==> config.mk <==
export PLATFORM = sky130hd
export DESIGN_NAME = dac_core
export DESIGN_NICKNAME = d
export VERILOG_FILES = /design/src/rtl/dac_pkg.sv /design/src/rtl/dac_core.sv
export SDC_FILE = /design/constraint.sdc
export NUM_CORES = 1
export LEC_CHECK = 0
export ABC_AREA = 1
export BUFFER_PORTS_ARGS = -buffer_cell sky130_fd_sc_hd__buf_2
export CAP_MARGIN = 20
export CORE_UTILIZATION = 45
export CTS_BUF_LIST = sky130_fd_sc_hd__clkbuf_2 sky130_fd_sc_hd__clkbuf_4 sky130_fd_sc_hd__clkbuf_8
export DETAILED_ROUTE_END_ITERATION = 8
export GPL_TIMING_DRIVEN = 1
export HOLD_SLACK_MARGIN = 0.15
export PLACE_DENSITY = 0.73
export SKIP_LAST_GASP = 1
export SLEW_MARGIN = 10
export SYNTH_ARGS = -nofsm -noshare
export SYNTH_HDL_FRONTEND = slang
export SYNTH_SLANG_ARGS = --single-unit
==> constraint.sdc <==
create_clock -name clk_i -period 1.6 [get_ports clk_i]
set_input_delay 0 -clock clk_i [delete_from_list [all_inputs] [get_ports clk_i]]
set_output_delay 0 -clock clk_i [all_outputs]
set_load 0.02 [all_outputs]
==> src/rtl/dac_pkg.sv <==
// Package of constants and carrier types for the DRAM core access and alert block.
package dac_pkg;

   // ----------------------------------------------------------------
   // Geometry
   // ----------------------------------------------------------------
   localparam int unsigned GROUPS = 2;
   localparam int unsigned BANKS_PER_GROUP = 4;
   localparam int unsigned BANKS = GROUPS * BANKS_PER_GROUP;
   localparam int unsigned ROW_W = 15;
   localparam int unsigned COL_W = 10;
   localparam int unsigned ADDR_W = 17;
   localparam int unsigned PRE_BIT = 10;
   localparam int unsigned CHOP_BIT = 12;

   // ----------------------------------------------------------------
   // Burst and timing counts
   // ----------------------------------------------------------------
   localparam logic [3:0] BEATS_FULL = 4'h8;
   localparam logic [3:0] BEATS_CHOP = 4'h4;
   localparam logic [2:0] CORE_CLOCKS = 3'h4;
   localparam int unsigned CRC_ALERT_CYC = 10;
   localparam int unsigned PAR_ALERT_CYC = 64;
   localparam logic ALERT_IDLE = 1'b1;

   // ----------------------------------------------------------------
   // Types
   // ----------------------------------------------------------------
   typedef enum logic [4:0] {
      CMD_NOP = 5'h01,
      CMD_ACT = 5'h02,
      CMD_RD = 5'h04,
      CMD_WR = 5'h08,
      CMD_PRE = 5'h10
   } dac_cmd_e;

   typedef struct packed {
      dac_cmd_e cmd;
      logic group_select;
      logic [1:0] bank_select;
      logic [ADDR_W-1:0] addr;
   } dac_req_s;

   typedef struct packed {
      logic valid;
      logic write;
      logic [2:0] bank;
      logic [ROW_W-1:0] row;
      logic [COL_W-1:0] col;
      logic [3:0] beat;
      logic auto_pre;
   } dac_beat_s;

endpackage

==> src/rtl/dac_core.sv <==
// Device-side command decode, burst sequencing and error alert pin logic.
//
// Function
// A write CRC error drives the alert pin low for a fixed interval then releases it high.
// A command/address parity error holds the alert pin low until internal recovery ends.
// During connectivity test the alert pin is an input, not an error output.
// Test mode follows the test enable input; the controller keeps it low in normal use.
// The array has eight banks in two groups of four.
// Each access moves one 8n-bit core word over four clocks as eight half-clock beats; the sequencer here steps one beat per clock.
// Bursts start at the selected column and run eight beats, or four when chopped.
// The controller opens a row with an activate before reading or writing that bank.
// Activate takes bank group, bank and row A0-A14 from the inputs.
// Read and write take the start column from the address and A10 decides auto-precharge.
// With on-the-fly selection enabled, A12 chooses a four or eight beat burst.
// The controller completes initialization before normal traffic.
// A10 high means auto-precharge on access and all banks on precharge.
// The chop select bit high means no chop and low means a chopped burst.
// With no pending error and no test mode the alert pin rests high.
`timescale 1ns/100ps
module dac_core #(
   parameter int unsigned CRC_CYC = dac_pkg::CRC_ALERT_CYC,
   parameter int unsigned PAR_CYC = dac_pkg::PAR_ALERT_CYC
) (
   input wire logic clk_i,
   input wire logic arst_n_i,
   input wire dac_pkg::dac_req_s req_i,
   input wire logic otf_enable_i,
   input wire logic chop_fixed_i,
   input wire logic crc_error_i,
   input wire logic parity_error_i,
   input wire logic conn_test_enable_i,
   input wire logic alert_n_i,
   output logic alert_n_o,
   output logic alert_n_oe_o,
   output logic test_alert_o,
   output logic test_mode_o,
   output logic [dac_pkg::BANKS-1:0] open_banks_o,
   output dac_pkg::dac_beat_s beat_o,
   output logic core_xfer_o,
   output logic misuse_o
);

   // ----------------------------------------------------------------
   // Helpers
   // ----------------------------------------------------------------
   function automatic logic [2:0] bank_idx(input logic g, input logic [1:0] b);
      bank_idx = {g, b};
   endfunction

   function automatic logic is_chop(input logic otf, input logic fixed, input logic bit12);
      is_chop = otf ? !bit12 : fixed;
   endfunction

   // ----------------------------------------------------------------
   // Bank state
   // ----------------------------------------------------------------
   logic [dac_pkg::BANKS-1:0] open_q, open_d;
   logic [dac_pkg::ROW_W-1:0] row_q [dac_pkg::BANKS];
   logic [dac_pkg::ROW_W-1:0] row_d [dac_pkg::BANKS];
   logic misuse_q, misuse_d;
   logic pend_pre_q, pend_pre_d;
   logic [2:0] pend_bank_q, pend_bank_d;
   logic [2:0] sel;
   logic access;

   assign sel = bank_idx(req_i.group_select, req_i.bank_select);
   assign access = (req_i.cmd == dac_pkg::CMD_RD) || (req_i.cmd == dac_pkg::CMD_WR);

   logic burst_done;

   always_comb begin
      open_d = open_q;
      row_d = row_q;
      misuse_d = 1'b0;
      pend_pre_d = pend_pre_q;
      pend_bank_d = pend_bank_q;
      if (pend_pre_q && burst_done) begin
         open_d[pend_bank_q] = 1'b0;
         pend_pre_d = 1'b0;
      end
      unique case (req_i.cmd)
         dac_pkg::CMD_ACT: begin
            open_d[sel] = 1'b1;
            row_d[sel] = req_i.addr[dac_pkg::ROW_W-1:0];
         end
         dac_pkg::CMD_RD, dac_pkg::CMD_WR: begin
            misuse_d = !open_q[sel];
            if (open_q[sel] && req_i.addr[dac_pkg::PRE_BIT]) begin
               pend_pre_d = 1'b1;
               pend_bank_d = sel;
            end
         end
         dac_pkg::CMD_PRE: begin
            if (req_i.addr[dac_pkg::PRE_BIT]) begin
               open_d = '0;
            end else begin
               open_d[sel] = 1'b0;
            end
         end
         default: begin
         end
      endcase
   end

   always_ff @(posedge clk_i or negedge arst_n_i) begin
      if (!arst_n_i) begin
         open_q <= '0;
         misuse_q <= 1'b0;
         pend_pre_q <= 1'b0;
         pend_bank_q <= 3'h0;
      end else begin
         open_q <= open_d;
         misuse_q <= misuse_d;
         pend_pre_q <= pend_pre_d;
         pend_bank_q <= pend_bank_d;
      end
   end

   // Eight banks, two groups of four, each holding its open row.
   for (genvar g = 0; g < dac_pkg::BANKS; g++) begin : g_row
      always_ff @(posedge clk_i or negedge arst_n_i) begin
         if (!arst_n_i) begin
            row_q[g] <= '0;
         end else begin
            row_q[g] <= row_d[g];
         end
      end
   end

   // ----------------------------------------------------------------
   // Burst sequencer
   // ----------------------------------------------------------------
   // A new access while a burst runs restarts it; spacing is the controller's job.
   dac_pkg::dac_beat_s beat_q, beat_d;
   logic [3:0] left_q, left_d;
   logic core_q, core_d;
   logic [2:0] clk_cnt_q, clk_cnt_d;

   assign burst_done = beat_q.valid && (left_q == 4'h1);

   always_comb begin
      beat_d = beat_q;
      left_d = left_q;
      core_d = 1'b0;
      clk_cnt_d = clk_cnt_q;
      if (beat_q.valid) begin
         beat_d.col = beat_q.col + 10'h001;
         beat_d.beat = beat_q.beat + 4'h1;
         left_d = left_q - 4'h1;
         if (left_q == 4'h1) begin
            beat_d.valid = 1'b0;
         end
      end
      if (clk_cnt_q != 3'h0) begin
         clk_cnt_d = clk_cnt_q - 3'h1;
         core_d = (clk_cnt_q == 3'h1);
      end
      if (access && open_q[sel]) begin
         beat_d.valid = 1'b1;
         beat_d.write = (req_i.cmd == dac_pkg::CMD_WR);
         beat_d.bank = sel;
         beat_d.row = row_q[sel];
         beat_d.col = req_i.addr[dac_pkg::COL_W-1:0];
         beat_d.beat = 4'h0;
         beat_d.auto_pre = req_i.addr[dac_pkg::PRE_BIT];
         // With on-the-fly selection, A12 high means full burst and low means chopped; otherwise chop_fixed_i high chops.
         left_d = is_chop(otf_enable_i, chop_fixed_i, req_i.addr[dac_pkg::CHOP_BIT]) ?
                  dac_pkg::BEATS_CHOP : dac_pkg::BEATS_FULL;
         clk_cnt_d = dac_pkg::CORE_CLOCKS;
      end
   end

   always_ff @(posedge clk_i or negedge arst_n_i) begin
      if (!arst_n_i) begin
         beat_q <= '0;
         left_q <= 4'h0;
         core_q <= 1'b0;
         clk_cnt_q <= 3'h0;
      end else begin
         beat_q <= beat_d;
         left_q <= left_d;
         core_q <= core_d;
         clk_cnt_q <= clk_cnt_d;
      end
   end

   // ----------------------------------------------------------------
   // Alert pin
   // ----------------------------------------------------------------
   typedef enum logic [3:0] {
      AL_IDLE = 4'h1,
      AL_CRC = 4'h2,
      AL_PAR = 4'h4,
      AL_TEST = 4'h8
   } dac_alert_e;

   dac_alert_e al_q, al_d;
   logic [7:0] al_cnt_q, al_cnt_d;
   logic alert_q, alert_d;
   logic oe_q, oe_d;
   logic tin_q, tin_d;
   logic tm_q, tm_d;

   // Parity outranks CRC because its recovery is longer and must not be cut short.
   always_comb begin
      al_d = al_q;
      al_cnt_d = al_cnt_q;
      tm_d = conn_test_enable_i;
      tin_d = tin_q;
      if (conn_test_enable_i) begin
         al_d = AL_TEST;
      end else begin
         unique case (al_q)
            AL_IDLE: begin
               if (parity_error_i) begin
                  al_d = AL_PAR;
                  al_cnt_d = 8'(PAR_CYC - 1);
               end else if (crc_error_i) begin
                  al_d = AL_CRC;
                  al_cnt_d = 8'(CRC_CYC - 1);
               end
            end
            AL_CRC: begin
               if (parity_error_i) begin
                  al_d = AL_PAR;
                  al_cnt_d = 8'(PAR_CYC - 1);
               end else if (al_cnt_q == 8'h00) begin
                  al_d = AL_IDLE;
               end else begin
                  al_cnt_d = al_cnt_q - 8'h01;
               end
            end
            AL_PAR: begin
               if (al_cnt_q == 8'h00) begin
                  al_d = AL_IDLE;
               end else begin
                  al_cnt_d = al_cnt_q - 8'h01;
               end
            end
            AL_TEST: begin
               al_d = AL_IDLE;
            end
         endcase
      end
      if (al_q == AL_TEST) begin
         tin_d = alert_n_i;
      end
      oe_d = (al_d == AL_CRC) || (al_d == AL_PAR);
      alert_d = oe_d ? 1'b0 : dac_pkg::ALERT_IDLE;
   end

   always_ff @(posedge clk_i or negedge arst_n_i) begin
      if (!arst_n_i) begin
         al_q <= AL_IDLE;
         al_cnt_q <= 8'h00;
         alert_q <= dac_pkg::ALERT_IDLE;
         oe_q <= 1'b0;
         tin_q <= 1'b1;
         tm_q <= 1'b0;
      end else begin
         al_q <= al_d;
         al_cnt_q <= al_cnt_d;
         alert_q <= alert_d;
         oe_q <= oe_d;
         tin_q <= tin_d;
         tm_q <= tm_d;
      end
   end

   assign alert_n_o = alert_q;
   assign alert_n_oe_o = oe_q;
   assign test_alert_o = tin_q;
   assign test_mode_o = tm_q;
   assign open_banks_o = open_q;
   assign beat_o = beat_q;
   assign core_xfer_o = core_q;
   assign misuse_o = misuse_q;

   // ----------------------------------------------------------------
   // Checks
   // ----------------------------------------------------------------
   crc_pulse_a: assert property (@(posedge clk_i) disable iff (!arst_n_i)
      $rose(alert_q) && $past(al_q) == AL_CRC && !$past(conn_test_enable_i) |->
      $past(alert_q, CRC_CYC + 1) && !$past(alert_q, CRC_CYC))
      else $error("CRC alert length wrong.");

   crc_low_a: assert property (@(posedge clk_i) disable iff (!arst_n_i)
      (al_q == AL_IDLE && crc_error_i && !conn_test_enable_i) |=> (!alert_q && oe_q))
      else $error("CRC alert not driven low.");

   par_hold_a: assert property (@(posedge clk_i) disable iff (!arst_n_i)
      $rose(alert_q) && $past(al_q) == AL_PAR && !$past(conn_test_enable_i) |->
      $past(parity_error_i, PAR_CYC + 1) && !$past(alert_q, PAR_CYC))
      else $error("Parity alert released early.");

   test_release_a: assert property (@(posedge clk_i) disable iff (!arst_n_i)
      conn_test_enable_i |=> !oe_q && test_mode_o)
      else $error("Alert driven in test mode.");

   idle_high_a: assert property (@(posedge clk_i) disable iff (!arst_n_i)
      (al_q == AL_IDLE && !crc_error_i && !parity_error_i && !conn_test_enable_i) |=>
      (alert_q && !oe_q))
      else $error("Alert low while idle.");

   act_open_a: assert property (@(posedge clk_i) disable iff (!arst_n_i)
      req_i.cmd == dac_pkg::CMD_ACT |=> open_q[$past(sel)])
      else $error("Activate did not open bank.");

   burst_len_a: assert property (@(posedge clk_i) disable iff (!arst_n_i)
      (access && open_q[sel] && otf_enable_i && req_i.addr[dac_pkg::CHOP_BIT]) ##1
      !access [*8] |-> beat_q.valid ##1 !beat_q.valid)
      else $error("Full burst not eight beats.");

   chop_len_a: assert property (@(posedge clk_i) disable iff (!arst_n_i)
      (access && open_q[sel] && otf_enable_i && !req_i.addr[dac_pkg::CHOP_BIT]) ##1
      !access [*4] |-> beat_q.valid ##1 !beat_q.valid)
      else $error("Chopped burst not four beats.");

   core_four_a: assert property (@(posedge clk_i) disable iff (!arst_n_i)
      (access && open_q[sel]) ##1 !access [*4] |=> core_q)
      else $error("Core word not after four clocks.");

   pre_all_a: assert property (@(posedge clk_i) disable iff (!arst_n_i)
      (req_i.cmd == dac_pkg::CMD_PRE && req_i.addr[dac_pkg::PRE_BIT]) |=> open_q == '0)
      else $error("Precharge all left banks open.");

   miss_flag_a: assert property (@(posedge clk_i) disable iff (!arst_n_i)
      (access && !open_q[sel]) |=> misuse_q && !(beat_q.valid && beat_q.beat == 4'h0))
      else $error("Closed bank access not flagged.");

   crc_c: cover property (@(posedge clk_i) disable iff (!arst_n_i) al_q == AL_CRC);
   par_c: cover property (@(posedge clk_i) disable iff (!arst_n_i) al_q == AL_PAR);
   chop_c: cover property (@(posedge clk_i) disable iff (!arst_n_i)
      beat_q.valid && left_q == dac_pkg::BEATS_CHOP && beat_q.beat == 4'h0);
   test_c: cover property (@(posedge clk_i) disable iff (!arst_n_i) test_mode_o);

endmodule

==> metrics, run 1 <==
post-route minimum period 1610 ps; Fin. Hold Viols 0; most common cell in the netlist nand2_1; Post-synth EDFFs 0; critical path's slowest cell dfrtp_1; first-pass GRT wire length 40.8 mm; synth-to-layout area growth 22.3%; Die Height about 140 um; CTS root buffer clkbuf_8; Cell Pwr Density 1330 mW/mm2; final cell utilization of the core 56.8%; Syn Nets 1171; antenna viol nets, final 0; worst-case clock buffer depth 2; CTS buffer count 17; grt ovf 0; Total Routing Usage GR approximately a quarter; Design Area, Final about 0.011 mm2; share of the synthesized area in the top cell type between 50% and 60%; routed metal-1 wirelength 11.1 mm; DP Area 0.0102 mm2; die width between 100 and 150 um; Slowest Stage Delay on Critical Path 410 ps; setup_tns -8.38 ps; row count 51; post-placement cell count around 1500; number of global-route vias before repair 7806; IR drop worst, VDD 644 uV; clock sink count 192; HPWL Detailed 17.2 mm; CTS tree done; core outline area 0.0197 mm2; fin crit share 101%; RSZ-0062 raised after global routing true; # IOs 82; die area between 0.02 and 0.025 mm2; H-tree depth 4; I/O Buffers 79; Startpoint Class flip-flop; YS warnings 0; status finished, violations left; Setup CP Type flip-flop to flip-flop; largest net degree at the start of global routing 67; routed wire length 26.0 mm; Worst-path clk slew 90 ps; Clock Latency Late Sink 490 ps; final setup violation count 1; layout cell share with drive strength beyond 1 roughly 18%; required time of the critical path 1980 ps; Slew HR 60.7%; met2 wire length 12.7 mm; initial antenna violation count 0; WP data arrival 1980 ps; sequential share of the synthesized area 52.6%; final net count 1321; Final Slew Violations 0; violated checks setup timing; clk_skew 10.8 ps; ys async rst share 100%; max-cap viol count 0; top cells by area, synth dfrtp_1 (52%), nand2_1 (13%), o21ai_0 (8.4%); routed wl met3 1.44 mm; post-synthesis cell area 0.00915 mm2; DR vias approximately 8300; Critical Path Sink Type flip-flop; gp weighted congestion 0.851; drt first pass iters 6; critical-path cell list nor2_1 -> nand3_1 -> buf_4 -> nand4_1 -> nand2_1 -> nor2_2 -> nor2_1 -> nand2_1 -> nand2_1; LEAKAGE ~5.6 nW; Initial Utilization 46.4%; antenna cells 0; Seq cells post-synth 192; initial drt markers a little under 700; final non-filler cell total 1557; f_max approximately 0.62 GHz; Max FO, Critical Path 3; Synth Flop Type dfrtp_1; Tot Pwr 14.9 mW; vias per cell ~5.3; worst hold margin about 210 ps; Routed WL per cell ~17 um; Slew @ Worst Pin slightly below 600 ps; worst slack at placement -131 ps; top layer in use met4; Distinct cells, synth 39; Worst Hold Class input port to flip-flop; Avg Synthesized Cell Area approximately 8 um2; Commonest cells post-synth nand2_1 (319), dfrtp_1 (189), o21ai_0 (154); Post-Synthesis Cells 1130; most used cell, CP nand2_1; final worst slack -8.38 ps; DRC Markers 0; top cell type by total area after synthesis dfrtp_1
## layer usage
layer	global-route usage, %	vias up
li1	-	3940
met4	11.3	0
met3	4.14	55
met1	33.4	4017
met2	43.1	317
met5	0	-
## logic make-up (layout without fill, tap and decap cells)
logic type / count (synthesis) / after routing / synth area share, %
AO/OA/AOI/OAI: 234 / 234 / 13.6
XOR/XNOR: 14 / 14 / 1.34
adder cells (fa/ha/maj): 8 / 8 / 1.09
buffers and inverters: 184 / 346 / 8.40
flip-flops: 192 / 192 / 52.6
multiplexers: 1 / 1 / 0.123
AND/OR/NAND/NOR: 497 / 497 / 22.9
## what timing repair did
item,in CTS,in global routing
buffers inserted,0,7
hold buffers,31,0
endpoints found under the setup margin,14,70
pin swaps,1,10
resized for setup,8,39
hold endpoints to repair,352,0
gates cloned,0,1
## worst max-delay path: cells and delay by family, from the launching register on
family	cells	cell delay, ps
simple gates	8	890
flops	1	410
buf+inv	1	210
## path summary, 6_finish.rpt
kind	startpoint	cells past startpoint	slack, ps	to
setup / recovery	al_q[1]	9	-8	alert_n_oe_o
hold / removal	conn_test_enable_i	2	210	test_mode_o
setup reg to reg	al_q[1]	9	-8	alert_n_oe_o
hold reg to reg	beat_o[17]	2	490	beat_o[17]
max in group asynchronous	arst_n_i	4	330	al_q[0]
min in group asynchronous	arst_n_i	3	600	pend_bank_q[1]
## state kept, by name, summed over array words and instances, names as in the netlist, 3 cells and up
name	cells
al_q	4
beat_o	35
pend_bank_q	3
row_q	120
open_banks_o	8
clk_cnt_q	3
left_q	4
al_cnt_q	8
## placed cells by master (no fill, tap or decap), drive strengths merged, types with 3 or more instances in the layout
cell type,count
a211oi,5
a21oi,31
a22oi,3
buf,146
bufinv,4
clkbuf,24
clkinv,5
dfrtp,189
dfstp,3
dlygate4sd3,31
ha,8
inv,134
nand2,321
nand3,72
nand4,20
nor2,71
nor3,7
o2111ai,7
o21ai,172
o22ai,11
or2,3
xnor2,6
xor2,8
## power breakdown
group          switching (mW)  leakage, nW  internal (mW)  total (mW)
sequential              0.738         2.37           5.87        6.61
clock                    1.74        0.221           1.83        3.57
combinational            2.89         2.97           1.84        4.73
total                    5.37         5.56           9.54        14.9
## area by class of cell
type                       instances  area [um2]
multi-input combinational        754        3710
sequential                       192        4810
tap                              265         332
inverter                         135         514
fill                            1743        8520
clock inverter                    10         159
timing repair buffer             180        1380
clock buffer                      21         283
Note: power is estimated with default switching activity, not from simulation.
==> inputs of run 2 (changes only) <==
SETUP_SLACK_MARGIN = 0.4   (was default)
==> run 2 against run 1 <==
  * The run now ends clean
  * Routed wire length up 3.2%
  * Register-to-register slack better by 60 ps
  * Critical path depth increased by 2
  * Clock skew rose by 8.1 ps
  * Hold slack got worse by 160 ps
  * First-iteration DRC count decreased by 13%
  * Fmax rose by 3.9%
  * Final cell count grew 1.7%
  * Critical path type unchanged
  * Critical endpoint is now beat_o[26]
  * Largest cell class unchanged
==> metrics, run 2 (synthesis results as in run 1) <==
Reg power frac 42.7%; Clock power frac 21.1%; RSZ-0062 raised after global routing true; R2R setup slack 50 ps; sw frac 38.2%; Slew @ Worst Pin 569 ps; Initial Utilization 46.4%; critical-path cell list nand2_2 -> nand2_1 -> nand2_1 -> nand2_1 -> nand2_2 -> nand2_8 -> nand2_8 -> clkinv_8 -> buf_12 -> o21ai_2 -> nand2_1; Worst-path clk slew 110 ps; required time of the critical path 1970 ps; Routed WL per cell 17.0 um; initial drt markers 605; CP Buf/Inv Count 2; core outline area 0.0197 mm2; WP data arrival 1920 ps; CTS buffer count 17; CTS root buffer clkbuf_8; Reg with most FFs row_q; Critical Path Sink Type flip-flop; CP delay by family, top simple AND/OR/NAND/NOR gates; most used cell, CP nand2_1; worst hold margin between 40 and 50 ps; gp weighted congestion 0.847; H-tree depth 4; Clock Latency Late Sink 480 ps; Setup CP Type flip-flop to flip-flop; synth-to-layout area growth 31.8%; post-route minimum period 1550 ps; layout cell share with drive strength beyond 1 28.2%; Max FO, Critical Path 6; Fin. Hold Viols 0; vias per cell between 5 and 6; status finished clean; fin crit share 96.7%; final setup violation count 0; drt first pass iters 6; row count 51; switching power approximately 6.0 mW; Tot Pwr 15.7 mW; antenna viol nets, final 0; final net count 1347; largest net degree at the start of global routing 55; FILL cells between 1500 and 2000; DRC Markers 0; IR drop worst, VDD 812 uV; Startpoint Class flip-flop; setup_tns 0 ps; Slowest Stage Delay on Critical Path 440 ps; Final Slew Violations 0; final non-filler cell total about 1600; die width 145 um; LEAKAGE 5.95 nW; Comb power frac 36.2%; CTS tree done; register area 0.00483 mm2; clk_skew 18.9 ps; first-pass GRT wire length 40.3 mm; die area 0.0209 mm2; clock sink count 192; most frequent cells in the layout nand2_1 (271), dfrtp_1 (174), o21ai_0 (134); max-cap viol count 0; Cell Pwr Density roughly 1300 mW/mm2; Total Routing Usage GR about 25%; Pint roughly 9.7 mW; Die Height 145 um; I/O Buffers 79; antenna cells 0; f_max 0.646 GHz; initial antenna violation count 0; worst r2r path cells 11; HPWL Detailed 16.7 mm; routed wire length ~27 mm; post-placement cell count 1475; WP depth 11; number of global-route vias before repair 7858; grt ovf 0; worst-case clock buffer depth 2; # IOs 82; Largest register FFs 120; most common cell after layout, fill and taps aside nand2_1; Worst Hold Class input port to async pin; Multi-input gate area between 0.004 and 0.005 mm2; Slew HR 62.0%; DR vias 8450; critical path's slowest cell dfrtp_2
[run 2: cell types whose count changed in the layout (fill, tap and decap cells not counted), moves of 8 or more]
| cell | change |
|---|---|
| inv_1 | -12 |
| inv_2 | +11 |
| dfrtp_1 | -14 |
| nand2_1 | -44 |
| o21ai_2 | +13 |
| nor2_1 | -9 |
| nand2_2 | +29 |
| buf_6 | +10 |
| nand2_4 | +14 |
| dfrtp_2 | +14 |
| nand3_2 | +16 |
| nor2_4 | +8 |
| o21ai_0 | -16 |
| nand3_1 | -20 |
[run 2: stage by stage]
stage	utilization (%)	worst slack [ps]	cell area (um2)
3_5_place_dp	52.2	49.8	10300
5_1_grt	61.2	-29.0	12100
4_1_cts	57.0	96.2	11200
2_1_floorplan	-	250	9370
6_report	61.2	52.4	12100
3_3_place_gp	52.2	97.6	10300
[run 2: worst paths after layout]
path	to	from
max	beat_o[26]	open_banks_o[0]
min	beat_o[11]	arst_n_i
max reg2reg	beat_o[26]	open_banks_o[0]
min reg2reg	beat_o[0]	beat_o[0]
max in group asynchronous	al_q[0]	arst_n_i
min in group clk_i	misuse_o	req_i[21]
[run 2: final cells by class]
class,count,area share (%)
Sequential cell,192,40.0
Multi-Input combinational cell,755,35.2
Timing Repair Buffer,204,14.2
Inverter,135,4.38
Tap cell,265,2.75
Clock buffer,19,2.12
Clock inverter,13,1.27
Timing Repair inverter,1,0.0519
[run 2: power by group through the flow]
stage          Sequential [mW]  Combinational [mW]  Clock (mW)
4_1_cts                   6.64                4.96        3.34
6_report                  6.70                5.68        3.31
2_1_floorplan             7.12                2.71           0
5_1_grt                   6.82                6.32        3.53
3_3_place_gp              6.69                4.37           0
3_5_place_dp              6.73                4.46           0
[run 2: routing by layer]
layer | part of all wire, % | vias up | GRT usage [%] | wire length [um]
met5 | 0 | - | 0 | 0
met4 | 2.3 | 0 | 7.31 | 609
met3 | 6.6 | 58 | 5.46 | 1780
met2 | 48 | 305 | 40.2 | 12900
met1 | 43 | 4078 | 34.8 | 11600
li1 | - | 4009 | - | -
[run 2: what timing repair did]
action                                  in CTS  in global routing
hold endpoints to repair                   345                 50
setup buffers                               15                 18
gates resized for setup                     34                135
pin swaps                                   10                 39
endpoints found under the setup margin      70                 91
gates cloned                                 1                  9
hold buffers                                30                  4
